--- src/inc/counter_mode_defs.svh ---
// Register offsets, field positions and reset values of the counter mode/control bank
`ifndef COUNTER_MODE_DEFS_SVH
`define COUNTER_MODE_DEFS_SVH

// Register indices; the byte address is four times the index
`define IDX_MODE0_STD 4'h5
`define IDX_MODE1_STD 4'hD
`define IDX_CTRL0_STD 4'h6
`define IDX_MODE0_CMP 4'hA
`define IDX_MODE1_CMP 4'hB
`define IDX_CTRL0_CMP 4'hC
`define IDX_IRQ_STATUS 4'h0
`define IDX_IRQ_CLEAR 4'h1

`define MODE_FUNC_BIT 7
`define MODE_GATE_BIT 6
`define MODE_HYST_BIT 5
`define MODE_ZERO_BIT 4
`define MODE_EDGE_MSB 3
`define MODE_EDGE_X4 4'h0
`define MODE_EDGE_X2 4'h1
`define MODE_EDGE_X1 4'h5
`define CTRL_ZM0_EN_BIT 7
`define CTRL_ZM1_EN_BIT 6
`define CTRL_SPEC_EN_BIT 5
`define CTRL_COMPAT_BIT 4
`define CLR_ZM0_BIT 0
`define CLR_SPEC_BIT 1
`define CLR_ZM1_BIT 8
`define REG_RESET 8'h00
`define MODE_RD_MASK 8'hEF

`endif

--- src/inc/counter_mode_pkg.sv ---
// Types shared by the counter mode/control bank
package counter_mode_pkg;
    typedef enum logic [1:0] {
        bus_idle,
        bus_write,
        bus_read
    } bus_phase_t;
endpackage : counter_mode_pkg

--- src/verilog/counter_mode_control_regs.sv ---
// Mode and control-0 registers of a two-channel counter board on AHB-Lite
// How it works
// RULE1 - Mode registers at index 5/D normally, A/B when compatibility bit set.
// RULE2 - Control register 0 bit 4 selects the compatibility address set.
// RULE3 - Control register 0 at index 6 normally, C when compatibility bit set.
// RULE4 - Host writes zeros to bits 8..15 of relocated control register 0.
// RULE5 - Mode bit 7 selects position acquisition or frequency/pulse measurement.
// RULE6 - Gate style 0: counter runs while gate input active.
// RULE7 - Gate style 1: counter starts at rising gate edge, stops at next.
// RULE8 - Position acquisition: mode bit 5 enables hysteresis.
// RULE9 - Measurement mode: mode bit 5 sets direction, 0 up, 1 down.
// RULE10 - Edge field 0000 fourfold, 0001 twofold, 0101 single edge evaluation.
// RULE11 - Control bits 7 and 6 gate zero-mark interrupts of channels 0 and 1.
// RULE12 - Rising edge on four special inputs raises second group interrupt, bit 5 masks.
// RULE13 - Zero-mark interrupt cleared by buffer read or writing its clear bit.
// RULE14 - Mode bit 4 reads as zero.
// RULE15 - All mode and control register 0 bits reset to zero.
`timescale 1ns/1ps
`include "counter_mode_defs.svh"

module counter_mode_control_regs
    import counter_mode_pkg::*;
(
    input wire logic clk_in,
    input wire logic resetn_in,
    input wire logic hsel_in,
    input wire logic [31:0] haddr_in,
    input wire logic [1:0] htrans_in,
    input wire logic hwrite_in,
    input wire logic [2:0] hsize_in,
    input wire logic [31:0] hwdata_in,
    input wire logic hready_in,
    output logic [31:0] hrdata_out,
    output logic hreadyout_out,
    output logic hresp_out,
    input wire logic [1:0] gate_in,
    input wire logic [1:0] zero_mark_pulse_in,
    input wire logic [1:0] zero_mark_buf_read_in,
    input wire logic special_in_a_ch0,
    input wire logic special_in_c_ch0,
    input wire logic special_in_a_ch1,
    input wire logic special_in_c_ch1,
    output logic [1:0] measure_function_select_out,
    output logic [1:0] gate_style_out,
    output logic [1:0] hysteresis_en_out,
    output logic [1:0] count_down_out,
    output logic [1:0] count_enable_out,
    output logic [3:0] edge_eval_ch0_out,
    output logic [3:0] edge_eval_ch1_out,
    output logic [1:0] edge_mult_ch0_out,
    output logic [1:0] edge_mult_ch1_out,
    output logic board_compat_select_out,
    output logic group_irq_zero_mark,
    output logic group_irq_special_edge
);

    typedef struct packed {
        bus_phase_t phase;
        logic [3:0] idx;
        logic [7:0] mode0;
        logic [7:0] mode1;
        logic [7:0] ctrl0;
        logic [31:0] rdata;
        logic [1:0] zm_pend;
        logic spec_pend;
        logic [1:0] gate_q;
        logic [1:0] run;
        logic [11:0] spec_sync;
        logic [3:0] spec_last;
    } state_t;

    state_t st_r;
    state_t st_nxt;
    logic [3:0] spec_raw;
    logic [3:0] spec_now;
    logic compat;
    logic [3:0] ai;

    assign spec_raw = {special_in_c_ch1, special_in_a_ch1, special_in_c_ch0, special_in_a_ch0};
    assign compat = st_r.ctrl0[`CTRL_COMPAT_BIT];
    assign ai = haddr_in[5:2];

    // Edge code to multiplication factor: 2 = x4, 1 = x2, 0 = x1
    function automatic logic [1:0] edge_mult(input logic [3:0] code);
        logic [1:0] m;
        m = 2'h2;
        // RULE10 edge decode
        if (code == `MODE_EDGE_X2) begin
            m = 2'h1;
        end else if (code == `MODE_EDGE_X1) begin
            m = 2'h0;
        end
        return m;
    endfunction : edge_mult

    always_comb begin
        logic [1:0] rise;
        logic [3:0] spec_rise;
        logic [7:0] wb;
        st_nxt = st_r;
        rise = 2'h0;
        spec_rise = 4'h0;
        wb = hwdata_in[7:0];

        // Special inputs: three stages, a change counts once stages two and three agree
        st_nxt.spec_sync = {st_r.spec_sync[7:0], spec_raw};
        for (int i = 0; i < 4; i++) begin
            if (st_r.spec_sync[4 + i] == st_r.spec_sync[8 + i]) begin
                st_nxt.spec_last[i] = st_r.spec_sync[8 + i];
                spec_rise[i] = st_r.spec_sync[8 + i] & ~st_r.spec_last[i];
            end
        end

        // Gate edges for the measurement counter enable
        st_nxt.gate_q = gate_in;
        rise = gate_in & ~st_r.gate_q;
        for (int c = 0; c < 2; c++) begin
            logic [7:0] m;
            m = (c == 0) ? st_r.mode0 : st_r.mode1;
            // RULE7 toggle on rising gate
            if (rise[c]) begin
                st_nxt.run[c] = ~st_r.run[c];
            end
            if (!m[`MODE_GATE_BIT]) begin
                st_nxt.run[c] = 1'b0;
            end
        end

        // Data phase of the previous address phase
        st_nxt.phase = bus_idle;
        if (st_r.phase == bus_write) begin
            unique case (st_r.idx)
                // RULE1 mode register decode
                (compat ? `IDX_MODE0_CMP : `IDX_MODE0_STD): begin
                    // RULE14 bit four forced zero
                    st_nxt.mode0 = wb & `MODE_RD_MASK;
                end
                (compat ? `IDX_MODE1_CMP : `IDX_MODE1_STD): begin
                    st_nxt.mode1 = wb & `MODE_RD_MASK;
                end
                // RULE3 control register decode
                (compat ? `IDX_CTRL0_CMP : `IDX_CTRL0_STD): begin
                    // RULE2 compatibility bit stored here
                    st_nxt.ctrl0 = wb;
                end
                `IDX_IRQ_CLEAR: begin
                    // RULE13 clear by write one
                    if (hwdata_in[`CLR_ZM0_BIT]) begin
                        st_nxt.zm_pend[0] = 1'b0;
                    end
                    if (hwdata_in[`CLR_ZM1_BIT]) begin
                        st_nxt.zm_pend[1] = 1'b0;
                    end
                    if (hwdata_in[`CLR_SPEC_BIT]) begin
                        st_nxt.spec_pend = 1'b0;
                    end
                end
                default: begin
                end
            endcase
        end

        // RULE13 clear by buffer read
        for (int c = 0; c < 2; c++) begin
            if (zero_mark_buf_read_in[c]) begin
                st_nxt.zm_pend[c] = 1'b0;
            end
        end
        // Set wins over any clear in the same cycle
        st_nxt.zm_pend = st_nxt.zm_pend | zero_mark_pulse_in;
        // RULE12 special edge capture
        if (|spec_rise) begin
            st_nxt.spec_pend = 1'b1;
        end

        // New address phase; reads are answered with zero wait states
        if (hsel_in && hready_in && htrans_in[1]) begin
            st_nxt.idx = ai;
            st_nxt.phase = hwrite_in ? bus_write : bus_read;
            st_nxt.rdata = 32'h0000_0000;
            if (!hwrite_in) begin
                if (ai == (compat ? `IDX_MODE0_CMP : `IDX_MODE0_STD)) begin
                    st_nxt.rdata[7:0] = st_nxt.mode0;
                end else if (ai == (compat ? `IDX_MODE1_CMP : `IDX_MODE1_STD)) begin
                    st_nxt.rdata[7:0] = st_nxt.mode1;
                end else if (ai == (compat ? `IDX_CTRL0_CMP : `IDX_CTRL0_STD)) begin
                    // RULE4 upper byte reads zero
                    st_nxt.rdata[7:0] = st_nxt.ctrl0;
                end else if (ai == `IDX_IRQ_STATUS) begin
                    st_nxt.rdata[2:0] = {st_nxt.spec_pend, st_nxt.zm_pend};
                end
            end
        end
    end

    always_ff @(posedge clk_in or negedge resetn_in) begin
        if (!resetn_in) begin
            // RULE15 all registers cleared
            st_r <= '0;
        end else begin
            st_r <= st_nxt;
        end
    end

    ////////////////////////////////////////////////////////////////////////////////

    assign hreadyout_out = 1'b1;
    assign hresp_out = 1'b0;
    assign hrdata_out = st_r.rdata;

    // RULE5 function select
    assign measure_function_select_out = {st_r.mode1[`MODE_FUNC_BIT], st_r.mode0[`MODE_FUNC_BIT]};
    assign gate_style_out = {st_r.mode1[`MODE_GATE_BIT], st_r.mode0[`MODE_GATE_BIT]};
    // RULE8 hysteresis only in position mode
    assign hysteresis_en_out = {st_r.mode1[`MODE_HYST_BIT] & ~st_r.mode1[`MODE_FUNC_BIT],
                                st_r.mode0[`MODE_HYST_BIT] & ~st_r.mode0[`MODE_FUNC_BIT]};
    // RULE9 direction in measurement mode
    assign count_down_out = {st_r.mode1[`MODE_HYST_BIT] & st_r.mode1[`MODE_FUNC_BIT],
                             st_r.mode0[`MODE_HYST_BIT] & st_r.mode0[`MODE_FUNC_BIT]};
    // RULE6 level gate or edge-toggled run
    assign count_enable_out[0] = st_r.mode0[`MODE_FUNC_BIT] &
        (st_r.mode0[`MODE_GATE_BIT] ? st_r.run[0] : gate_in[0]);
    assign count_enable_out[1] = st_r.mode1[`MODE_FUNC_BIT] &
        (st_r.mode1[`MODE_GATE_BIT] ? st_r.run[1] : gate_in[1]);
    assign edge_eval_ch0_out = st_r.mode0[`MODE_EDGE_MSB:0];
    assign edge_eval_ch1_out = st_r.mode1[`MODE_EDGE_MSB:0];
    assign edge_mult_ch0_out = edge_mult(st_r.mode0[`MODE_EDGE_MSB:0]);
    assign edge_mult_ch1_out = edge_mult(st_r.mode1[`MODE_EDGE_MSB:0]);
    assign board_compat_select_out = compat;
    // RULE11 zero-mark enables
    assign group_irq_zero_mark = (st_r.zm_pend[0] & st_r.ctrl0[`CTRL_ZM0_EN_BIT]) |
                                 (st_r.zm_pend[1] & st_r.ctrl0[`CTRL_ZM1_EN_BIT]);
    // RULE12 common special mask
    assign group_irq_special_edge = st_r.spec_pend & st_r.ctrl0[`CTRL_SPEC_EN_BIT];

endmodule : counter_mode_control_regs

--- config.mk ---
export PLATFORM = sky130hd
export DESIGN_NAME = counter_mode_control_regs
export DESIGN_NICKNAME = d
export VERILOG_FILES = /design/src/inc/counter_mode_pkg.sv /design/src/verilog/counter_mode_control_regs.sv
export VERILOG_INCLUDE_DIRS = /design/src /design/src/inc
export SDC_FILE = /design/constraint.sdc
export NUM_CORES = 1
export LEC_CHECK = 0
export BUFFER_PORTS_ARGS = -buffer_cell sky130_fd_sc_hd__buf_2
export CAP_MARGIN = 20
export CORE_AREA = 2 2 86 88
export DETAILED_ROUTE_END_ITERATION = 7
export DIE_AREA = 0 0 88 90
export PLACE_DENSITY = 0.78
export SLEW_MARGIN = 40
export SYNTH_ARGS = -nofsm -noshare
export SYNTH_HDL_FRONTEND = slang
export SYNTH_SLANG_ARGS = --single-unit
--- constraint.sdc ---
create_clock -name clk_in -period 2.2 [get_ports clk_in]
set_input_delay 0.11 -clock clk_in [delete_from_list [all_inputs] [get_ports clk_in]]
set_output_delay 0.11 -clock clk_in [all_outputs]
set_load 0.01 [all_outputs]
== Yosys cells after proc, flatten, opt, wreduce, memory -nomap -nowiden ==
Cells that the tools add are included.

* Bits in registers: 61
* Logic and storage cells: 100

* Reductions and logical operators: 4
* Muxes and demuxes: 37
* Equal/unequal tests: 18
* Bitwise operators: 25

{| class="wikitable"
|+ Operators by type and width
! operator !! count
|-
| 2-to-1 mux 8 bit || 6
|-
| == test 4 bit || 6
|-
| 2-to-1 mux 24 bit || 1
|-
| 2-to-1 mux 1 bit || 16
|-
| 2-to-1 mux 3 bit || 5
|-
| bitwise AND 1 bit || 13
|-
| == test 4 x 1 -> 1 bit (second input constant) || 3
|-
| 2-to-1 mux 2 bit || 5
|-
| == test 4 x 3 -> 1 bit (second input constant) || 2
|-
| 2-to-1 mux 4 bit || 2
|-
| NOT 1 bit || 8
|-
| 2-to-1 mux 6 bit || 1
|-
| 2-to-1 mux 5 bit || 1
|-
| == test 1 bit || 4
|-
| zero test 4 bit || 1
|-
| inequality test 2 x 1 -> 1 bit (second input constant) || 2
|-
| OR reduction 4 bit || 1
|-
| bitwise AND 2 bit || 1
|-
| == test 2 x 1 -> 1 bit (second input constant) || 1
|-
| logical AND 1 bit || 2
|-
| NOT 2 bit || 1
|-
| OR 2 bit || 1
|-
| OR 1 bit || 1
|}

== Logic depth before layout (Yosys ltp) ==
Gate-level depths: netlist of run 1.

* Depth in word-level cells: 10
* Mapped depth: 7
* Mapped depth without buffers: 6

== Worst setup path after synthesis of run 1 ==
OpenSTA, ideal clock, no wires.

* Kind: reg2reg
* Start point: register st_r, in the netlist board_compat_select_out
* End point: register st_r, in the netlist hrdata_out[3]
* Clock period less this slack: 2.061 ns
* Setup time: 0.126 ns
* Required time: 2.074 ns
* Path buffers: 0
* Path slack: 0.139 ns
* Stages on the path, launching flop included: 7
* Arrival: 1.935 ns
* Cell sequence: dfrtp_1 or2_4 a211oi_4 mux2_4 and2b_1 a41o_1 a2bb2oi_2

{| class="wikitable"
|+ RTL lines
! what !! line !! text
|-
| start: declaration || counter_mode_control_regs.sv:72 || <nowiki>state_t st_r;</nowiki>
|-
| start signal: assignment || counter_mode_control_regs.sv:201 || <nowiki>st_r <= st_nxt;</nowiki>
|}

==> results of run 1 <==
-- stage by stage --
step                      utilization [%]  total power (W)  cells  setup WS, ns  hold slack (ns)
after floorplan                         -          0.00156    303         0.139           -0.186
after global placement               48.4          0.00163    420         0.147            0.176
after detailed placement             48.4          0.00164    420         0.104            0.175
after CTS                            52.2          0.00263    443        0.0842           0.0140
after global routing                 52.2          0.00274    443        0.0206          0.00945
final                                52.2          0.00260    443        0.0820           0.0156
-- cell usage in the layout (no fill, tap or decap), types with 6 or more instances in the layout --
master          n
conb_1         26
mux2_2         18
and2_1          6
dfrtp_1        61
nand2_1        19
buf_2          61
o21ai_0        11
dlygate4sd3_1   8
nor2_1         13
buf_4           7
clkbuf_8       10
-- worst max-delay path, delay by kind of cell, from the launching register on --
kind	cells	cell delay, ns
AOI/OAI and AO/OA	3	0.62
and+or+nand+nor	2	0.46
DFF	1	0.45
muxes	1	0.31
buffers and inverters	1	0.17
-- metal layers --
| layer | up-vias | share of wire, % | global-route usage [%] |
|---|---|---|---|
| met5 | - | 0.19 | 0 |
| met4 | 2 | 1.6 | 8.97 |
| met3 | 12 | 8.0 | 5.51 |
| met2 | 96 | 48 | 28.0 |
| met1 | 1088 | 42 | 23.7 |
| li1 | 1051 | - | - |
-- state kept, by name, summed over array words and instances (netlist names) --
| register | flops |
|---|---|
| board_compat_select_out | 1 |
| edge_eval_ch0_out | 4 |
| edge_eval_ch1_out | 4 |
| gate_style_out | 2 |
| hrdata_out | 8 |
| measure_function_select_out | 2 |
| st_nxt | 8 |
| st_r | 32 |
-- area by class of cell --
cell class	count	area (sq um)	share of cell area, %
flip-flops and latches	61	1530	41.7
multi-input cells	184	1320	36.1
repair buffers	78	478	13.0
clock buffers	11	141	3.86
well taps	99	124	3.38
clock inverters	4	48.8	1.33
inverters	6	22.5	0.615
-- kinds of logic (layout without fill, tap and decap cells) --
logic type | count (synthesis) | after routing | share of synthesized area, %
buffers and inverters | 58 | 99 | 12.8
other | 2 | 26 | 0.237
AO/OA/AOI/OAI | 51 | 51 | 13.5
multiplexers | 26 | 26 | 9.73
AND/OR/NAND/NOR | 75 | 75 | 13.7
XOR/XNOR | 2 | 2 | 0.554
flip-flops | 61 | 61 | 48.2
adder cells (fa/ha/maj) | 4 | 4 | 1.27
-- report_power, final --
| part | internal [W] | leakage (nW) | total, W | switching, W |
|---|---|---|---|---|
| sequential | 0.00120 | 0.753 | 0.00127 | 0.0000718 |
| combinational | 0.000167 | 0.925 | 0.000367 | 0.000200 |
| clock | 0.000545 | 0.0992 | 0.000965 | 0.000419 |
-- worst max path at each step --
| stage | start | to | cells past startpoint |
|---|---|---|---|
| 6_report | st_r[80] | hrdata_out[6] | 7 |
| 5_1_grt | st_r[81] | hrdata_out[4] | 6 |
| 4_1_cts | st_r[80] | hrdata_out[6] | 7 |
| 3_5_place_dp | st_r[80] | hrdata_out[6] | 7 |
| 3_3_place_gp | st_r[80] | hrdata_out[5] | 7 |
| 2_1_floorplan | board_compat_select_out | hrdata_out[3] | 6 |
==> results.cfg, run 1 <==
[synth]
ys_warn_count = 0
ys_types = 54
synthDominantCellAreaShare_pct = 48.2
synth_top_cell_by_area = dfrtp_1
seq_area_frac_synth_pct = 48.2
synth_common_cells = dfrtp_1, buf_4, nand2_1, mux2_2, nor2_1
synthFlopType = dfrtp_1
yosysMostFrequentCell = dfrtp_1
synth_area_leaders = dfrtp_1, buf_4, mux2_2
postSynth.asyncResetShare_pct = 100
syn_inst = 279
synth_edf_count = 0
syn-cell-area_sq_mm = 0.00316
avgSynthCellArea_sq_um = 11.3
synth_seq_cells = 61

[final_layout]
design_area_sq_mm = 0.00366
antenna_cells = 0
layout.nets = 424
final.fill_count = 620
drive_gt1_share_pct = 35.2
area_growth_pct = 15.8

[route]
viasPerCell = 5.08
ant_nets = 0
vias = 2249
drc = 0
drt_first_iter_violations = 134
wl_per_cell_um = 15.3
routed_wl_um = 6770
dr.pass1.iters = 4

[die]
row_count = 31
dieWidth_um = 88
die-area_sq_mm = 0.00792
coreArea_sq_mm = 0.00702
die_y_um = 90
initial_core_util_pct = 45.1
ios = 143

[timing]
layout_min_cycle_time_ns = 2.12
rsz0062_at_grt = false
worst_clock_skew_ns = 0.00830
fin_crit_sh_pct = 96.3
setup_viol = 0
worst_pin_slew_ns = 0.653
hold_viol = 0
tns_ns = 0
fmax_ghz = 0.472
slew_viol_final = 0
slew_headroom_pct = 56.5

[critical_path]
end_kind = flop
critical-path-max-stage-delay_ns = 0.45
cp_max_fo = 8
crit_arrival_ns = 2.35
path_cells = or2_4 > a211oi_4 > buf_12 > mux2_4 > and2b_1 > a41o_1 > a2bb2oi_2
cp_slowest_cell = dfrtp_1
r2r_start = st_r[80]
r2r_end = hrdata_out[6]
worst-r2r-setup-slack_ns = 0.08
reg2reg_depth = 7
critPathKind = flop to flop
crit_required_ns = 2.43
start_kind = flop

[pwr]
max-vdd-ir-drop_mv = 0.257
powerDensity_mw_per_mm2 = 709
p_leak_nw = 1.78

[min_path]
whs_endpoint = st_r[22]
hold_start = zero_mark_pulse_in[1]
hp-class = primary input to flop
hold_path_depth = 2

[placed_design]
dpl_cell_area_sq_mm = 0.00339
io_buffers = 61
hpwlAfterDp_um = 4970
place_congestion = 0.847

[clock_tree]
htree_levels = 3
clkLatencyLatePin_ns = 0.35
cts_root_buffer = clkbuf_8
cts.reportedPaths.clkPinSlew_ns = 0.07
clkSinkCount = 61
clock_path_buffers = 2
cts_resized = 0
numCtsBuffers = 9
cts_tree = built
cts_setup_buffers = 0
hold_buffers = 8

[grt]
grt_pass1_vias = 2278
antenna_found_initial = 1
grt_use_total_pct = 18.4
grt_max_degree = 34
overflow = 0
grt_first_pass_wirelength_um = 11000

[flow_run]
maxCapViolCount = 0

[outcome]
outcome = complete, no violations
No activity file was read; power rests on OpenSTA's default activity.
==> run 2: changes to the inputs <==
- ABC_AREA: unset -> 1
- GPL_TIMING_DRIVEN: unset -> 0
- PLACE_DENSITY: 0.78 -> 0.79
==> run 2 against run 1 <==
Net effect:
- largest cell class unchanged
- largest power group unchanged
- global-route usage grew 0.75 points
- synthesized cell count grew 44%
- synthesized area grew 3.8%
- hold slack gained 0.020 ns
- first-iteration DRC count grew 15%
- via count grew 22%
- register-to-register slack gained 0.39 ns
- sequential share of layout area shrank 4.4 points
- critical path type unchanged
- critical endpoint is now hrdata_out[2]
- clock power grew 2.2%
- final area grew 12%
- cell count grew 38%
==> results.cfg, run 2 <==
[final_layout]
layout.nets = 591
largest_reg_flops = 32
drive_gt1_share_pct = 30.5
area_growth_pct = 24.9
largest-register = st_r
final_common_cell = nand2_1
design_area_sq_mm = 0.00410
layout_common_cells = nand2_1, dfrtp_1, buf_2, buf_4, inv_1
final_cells = 611
antenna_cells = 0

[critical_path]
critPathMostFrequentCell = nand2_1
critical-path-max-stage-delay_ns = 0.40
critPathKind = flop to flop
path_cells = buf_6 > inv_2 > nand2_1 > nand2_1 > nand3_2 > nand2_1 > nand3_1 > nand3_1 > nand2_1 > nand2_1 > nand2_1
start_kind = flop
crit_arrival_ns = 1.97
worst-r2r-setup-slack_ns = 0.47
cp_top_family = simple AND/OR/NAND/NOR gates
end_kind = flop
crit_required_ns = 2.44
cp_max_fo = 10
crit_buf_inv = 2
cp_slowest_cell = dfrtp_1

[flow_run]
maxCapViolCount = 0

[grt]
overflow = 0
grt_first_pass_wirelength_um = 11800
grt_pass1_vias = 2645
antenna_found_initial = 0
grt_max_degree = 62
grt_use_total_pct = 19.1

[die]
die-area_sq_mm = 0.00792
ios = 143
initial_core_util_pct = 46.8
dieWidth_um = 88
die_y_um = 90
coreArea_sq_mm = 0.00702
row_count = 31

[clock_tree]
numCtsBuffers = 9
clock_path_buffers = 2
clkSinkCount = 61
cts.reportedPaths.clkPinSlew_ns = 0.07
cts_tree = built
cts_root_buffer = clkbuf_8
clkLatencyLatePin_ns = 0.34
cts_setup_buffers = 0
htree_levels = 3
cts_resized = 0

[synth]
synth_area_leaders = dfrtp_1, nand2_1, buf_4
synth_edf_count = 0
seq_area_frac_synth_pct = 46.5
syn_inst = 401
ys_warn_count = 0
synthDominantCellAreaShare_pct = 46.5
syn-cell-area_sq_mm = 0.00328
synth_top_cell_by_area = dfrtp_1
yosysMostFrequentCell = nand2_1
synthFlopType = dfrtp_1
avgSynthCellArea_sq_um = 8.19
synth_common_cells = nand2_1, dfrtp_1, buf_4, inv_1, nand3_1
postSynth.asyncResetShare_pct = 100
ys_types = 29
synth_seq_cells = 61

[timing]
worst_clock_skew_ns = 0.00565
slew_viol_final = 0
worst_pin_slew_ns = 0.640
fin_crit_sh_pct = 78.7
fmax_ghz = 0.578
tns_ns = 0
rsz0062_at_grt = false
layout_min_cycle_time_ns = 1.73
setup_viol = 0
hold_viol = 0
slew_headroom_pct = 57.0

[pwr]
powerDensity_mw_per_mm2 = 863
max-vdd-ir-drop_mv = 0.473
p_leak_nw = 2.31

[route]
vias = 2739
viasPerCell = 4.48
wl_per_cell_um = 11.5
dr.pass1.iters = 4
drt_first_iter_violations = 154
ant_nets = 0
drc = 0
routed_wl_um = 7040

[placed_design]
dpl_cell_area_sq_mm = 0.00381
place_congestion = 0.910
hpwlAfterDp_um = 5140
io_buffers = 61
placed_cells = 585

[min_path]
hp-class = primary input to flop

[outcome]
outcome = complete, no violations
-- run 2: cell types whose count changed after synthesis, moves of 6 or more --
cell and change:
nor2_1 +7, nand2_1 +104, inv_1 +36, nor2_2 +6
nand3_1 +35, nand2_2 +7, and2_1 -6, mux2_2 -18
-- run 2: timing repair --
item,4_1_cts,5_1_grt
setup endpoints to repair,0,0
hold buffers,10,0
endpoints found under the hold margin,73,0
-- run 2: final cells by class --
type | instances | area, sq um
Inverter | 47 | 176
Timing Repair Buffer | 71 | 412
Clock buffer | 12 | 145
Fill cell | 658 | 2920
Multi-Input combinational cell | 267 | 1280
Clock inverter | 4 | 47.5
Sequential cell | 61 | 1530
Buffer | 50 | 390
Tap cell | 99 | 124
-- run 2: worst register-to-register path: stages, from the launching register on --
cell and delay [ns]:
dfrtp_1 0.40, buf_6 0.15, inv_2 0.10, nand2_1 0.07, nand2_1 0.15, nand3_2 0.22
nand2_1 0.13, nand3_1 0.10, nand3_1 0.12, nand2_1 0.07, nand2_1 0.06, nand2_1 0.05
-- run 2: routing by layer --
| metal | up-vias | track usage (%) | wire length [um] |
|---|---|---|---|
| met5 | - | 0 | 0 |
| li1 | 1396 | - | - |
| met2 | 73 | 32.3 | 3550 |
| met3 | 10 | 4.22 | 361 |
| met4 | 0 | 8.08 | 123 |
| met1 | 1260 | 23.2 | 3010 |
-- run 2: path summary, 6_finish.rpt --
path                                         start  cells past startpoint            end
setup / recovery           board_compat_select_out                     11  hrdata_out[2]
hold reg to reg                         st_nxt[10]                      0     st_nxt[14]
setup reg to reg           board_compat_select_out                     11  hrdata_out[2]
min in group asynchronous                resetn_in                      2        st_r[3]
max in group asynchronous                resetn_in                      2       st_r[55]
hold / removal                        hwdata_in[3]                      2       st_r[58]
-- run 2: where the power goes --
| part | internal (W) | total [W] | switching [W] |
|---|---|---|---|
| clock | 0.000551 | 0.000986 | 0.000435 |
| sequential | 0.00132 | 0.00147 | 0.000150 |
| combinational | 0.000498 | 0.00109 | 0.000592 |
-- run 2: cells by family (layout without fill, tap and decap cells) --
logic type | after synthesis | in the layout | synth area share, %
simple gates | 211 | 211 | 29.7
buf+inv | 97 | 184 | 17.3
flops | 61 | 61 | 46.5
compound gates | 26 | 26 | 5.14
fa+ha+maj | 4 | 4 | 1.22
other cells | 2 | 26 | 0.229
-- run 2: stage by stage --
stage | hold WS (ns) | util (%) | power, W | worst slack, ns
2_1_floorplan | -0.186 | - | 0.00221 | 0.712
3_3_place_gp | 0.218 | 54.2 | 0.00253 | 0.549
3_5_place_dp | 0.219 | 54.2 | 0.00256 | 0.516
4_1_cts | 0.0210 | 58.4 | 0.00356 | 0.490
5_1_grt | 0.0335 | 58.4 | 0.00376 | 0.339
6_report | 0.0352 | 58.4 | 0.00354 | 0.469
==> run 3: changes to the inputs <==
- clock period: 2.2 -> 1.7 ns (I/O delays scaled with it)
==> run 3 against run 2 <==
Net effect:
- largest cell class unchanged
- global-route usage grew 0.095 points
- non-clock buffer count is 9 higher
- first-iteration DRC count shrank 21%
- final area rose by 3.4%
- power grew 32%
- die area did not move
- clock skew is 0.0037 ns higher
- sequential share of layout area shrank 1.2 points
- via count grew 2.7%
- wire length up 5.2%
- critical path type unchanged
==> results.cfg, run 3 (synthesis gave the netlist of run 2 again) <==
[outcome]
outcome = complete, no violations

[timing]
layout_min_cycle_time_ns = 1.64
worst_clock_skew_ns = 0.00930
fin_crit_sh_pct = 96.5
slew_headroom_pct = 59.8
hold_viol = 0
fin_hold_ws_ns = 0.0201
rsz0062_at_grt = true
slew_viol_final = 0
worst_pin_slew_ns = 0.597
fmax_ghz = 0.610
setup_viol = 0

[critical_path]
start_kind = flop
cp_max_fo = 7
crit_arrival_ns = 1.87
critPathKind = flop to flop
end_kind = flop
crit_required_ns = 1.93

[pwr]
powerDensity_mw_per_mm2 = 1100
total_power_w = 0.00467
p_leak_nw = 2.35
max-vdd-ir-drop_mv = 0.508

[grt]
grt_max_degree = 62
grt_pass1_vias = 2662
grt_use_total_pct = 19.2
overflow = 0
antenna_found_initial = 0
grt_first_pass_wirelength_um = 11800

[placed_design]
place_congestion = 0.910
io_buffers = 61
hpwlAfterDp_um = 5140

[route]
drc = 0
vias = 2812
drt_first_iter_violations = 122
routed_wl_um = 7410
dr.pass1.iters = 4
viasPerCell = 4.53
wl_per_cell_um = 11.9
ant_nets = 0

[final_layout]
layout.nets = 601
drive_gt1_share_pct = 33.0
layout_common_cells = nand2_1, dfrtp_1, buf_2, buf_4, inv_1
largest-register = st_r
largest_reg_flops = 32
multi_input_area_sq_mm = 0.00133
antenna_cells = 0
final_common_cell = nand2_1
final.fill_count = 638
seq_area_sq_mm = 0.00153
post-route-util_pct = 60.4
area_growth_pct = 29.2

[clock_tree]
htree_levels = 3
clkSinkCount = 61
cts_root_buffer = clkbuf_8
clock_path_buffers = 2
clkLatencyLatePin_ns = 0.35
cts_tree = built
cts.reportedPaths.clkPinSlew_ns = 0.07
numCtsBuffers = 9

[min_path]
hp-class = primary input to flop

[die]
coreArea_sq_mm = 0.00702
dieWidth_um = 88
ios = 143
die_y_um = 90
initial_core_util_pct = 46.8
row_count = 31
die-area_sq_mm = 0.00792

[flow_run]
maxCapViolCount = 0
run 3: cell count changes in the layout (fill, tap and decap cells not counted), moves of 2 or more:
cell	previous run	this run
nor2_1	20	18
nand2_2	7	11
dlygate4sd3_1	10	12
nor2_4	4	6
nand2_1	123	119
inv_4	0	2
buf_4	46	51
run 3: area by class of cell:
class | instances | share of cell area [%]
buffer | 50 | 9.20
clock buffer | 12 | 3.42
clock inverter | 4 | 1.12
inverter | 47 | 4.28
multi-input combinational | 268 | 31.4
sequential | 61 | 36.0
tap | 99 | 2.92
timing repair buffer | 80 | 11.6
run 3: through the flow:
| stage | cell area [sq um] | TNS, ns | setup slack (ns) | std cells |
|---|---|---|---|---|
| 6_report | 4240 | 0 | 0.0597 | 621 |
| 5_1_grt | 4240 | -0.117 | -0.0533 | 621 |
| 4_1_cts | 4130 | 0 | 0.00753 | 613 |
| 3_5_place_dp | 3810 | 0 | 0.0157 | 585 |
| 3_3_place_gp | 3800 | 0 | 0.0487 | 585 |
| 2_1_floorplan | 3370 | 0 | 0.212 | 425 |
run 3: critical path: stages (launching register included):
cell and delay [ns]:
dfrtp_1 0.41, buf_6 0.16, nor2_2 0.20, nor2_2 0.08, nand3_4 0.13, buf_4 0.15, nand2_1 0.06, o211ai_1 0.10
nand3_1 0.11, nand2_1 0.07, nand2_1 0.05
run 3: repair_timing:
action / CTS / global route
hold buffers: 12 / 0
hold endpoints to repair: 75 / 0
buffers inserted: 0 / 5
gates cloned: 0 / 3
endpoints found under the setup margin: 1 / 8
pin swaps: 0 / 10
gates resized for setup: 1 / 15
run 3: where the power goes:
group          switching [W]  internal [W]
Combinational       0.000811      0.000681
Clock               0.000567      0.000713
Sequential          0.000201       0.00170
run 3: worst paths after layout:
| path | to | depth (start not counted) | slack, ns | startpoint |
|---|---|---|---|---|
| max | hrdata_out[5] | 10 | 0.06 | board_compat_select_out |
| min | st_r[60] | 2 | 0.02 | hwdata_in[5] |
| max reg2reg | hrdata_out[5] | 10 | 0.06 | board_compat_select_out |
| min reg2reg | st_nxt[14] | 0 | 0.35 | st_nxt[10] |
| max in group asynchronous | gate_style_out[0] | 2 | 1.03 | resetn_in |
| min in group asynchronous | st_r[80] | 2 | 0.29 | resetn_in |
run 3: per-layer routing:
metal | track usage, % | part of all wire [%]
met2 | 32.6 | 50
met4 | 8.08 | 1.4
met5 | 0 | 0
met1 | 23.2 | 42
met3 | 4.22 | 6.8
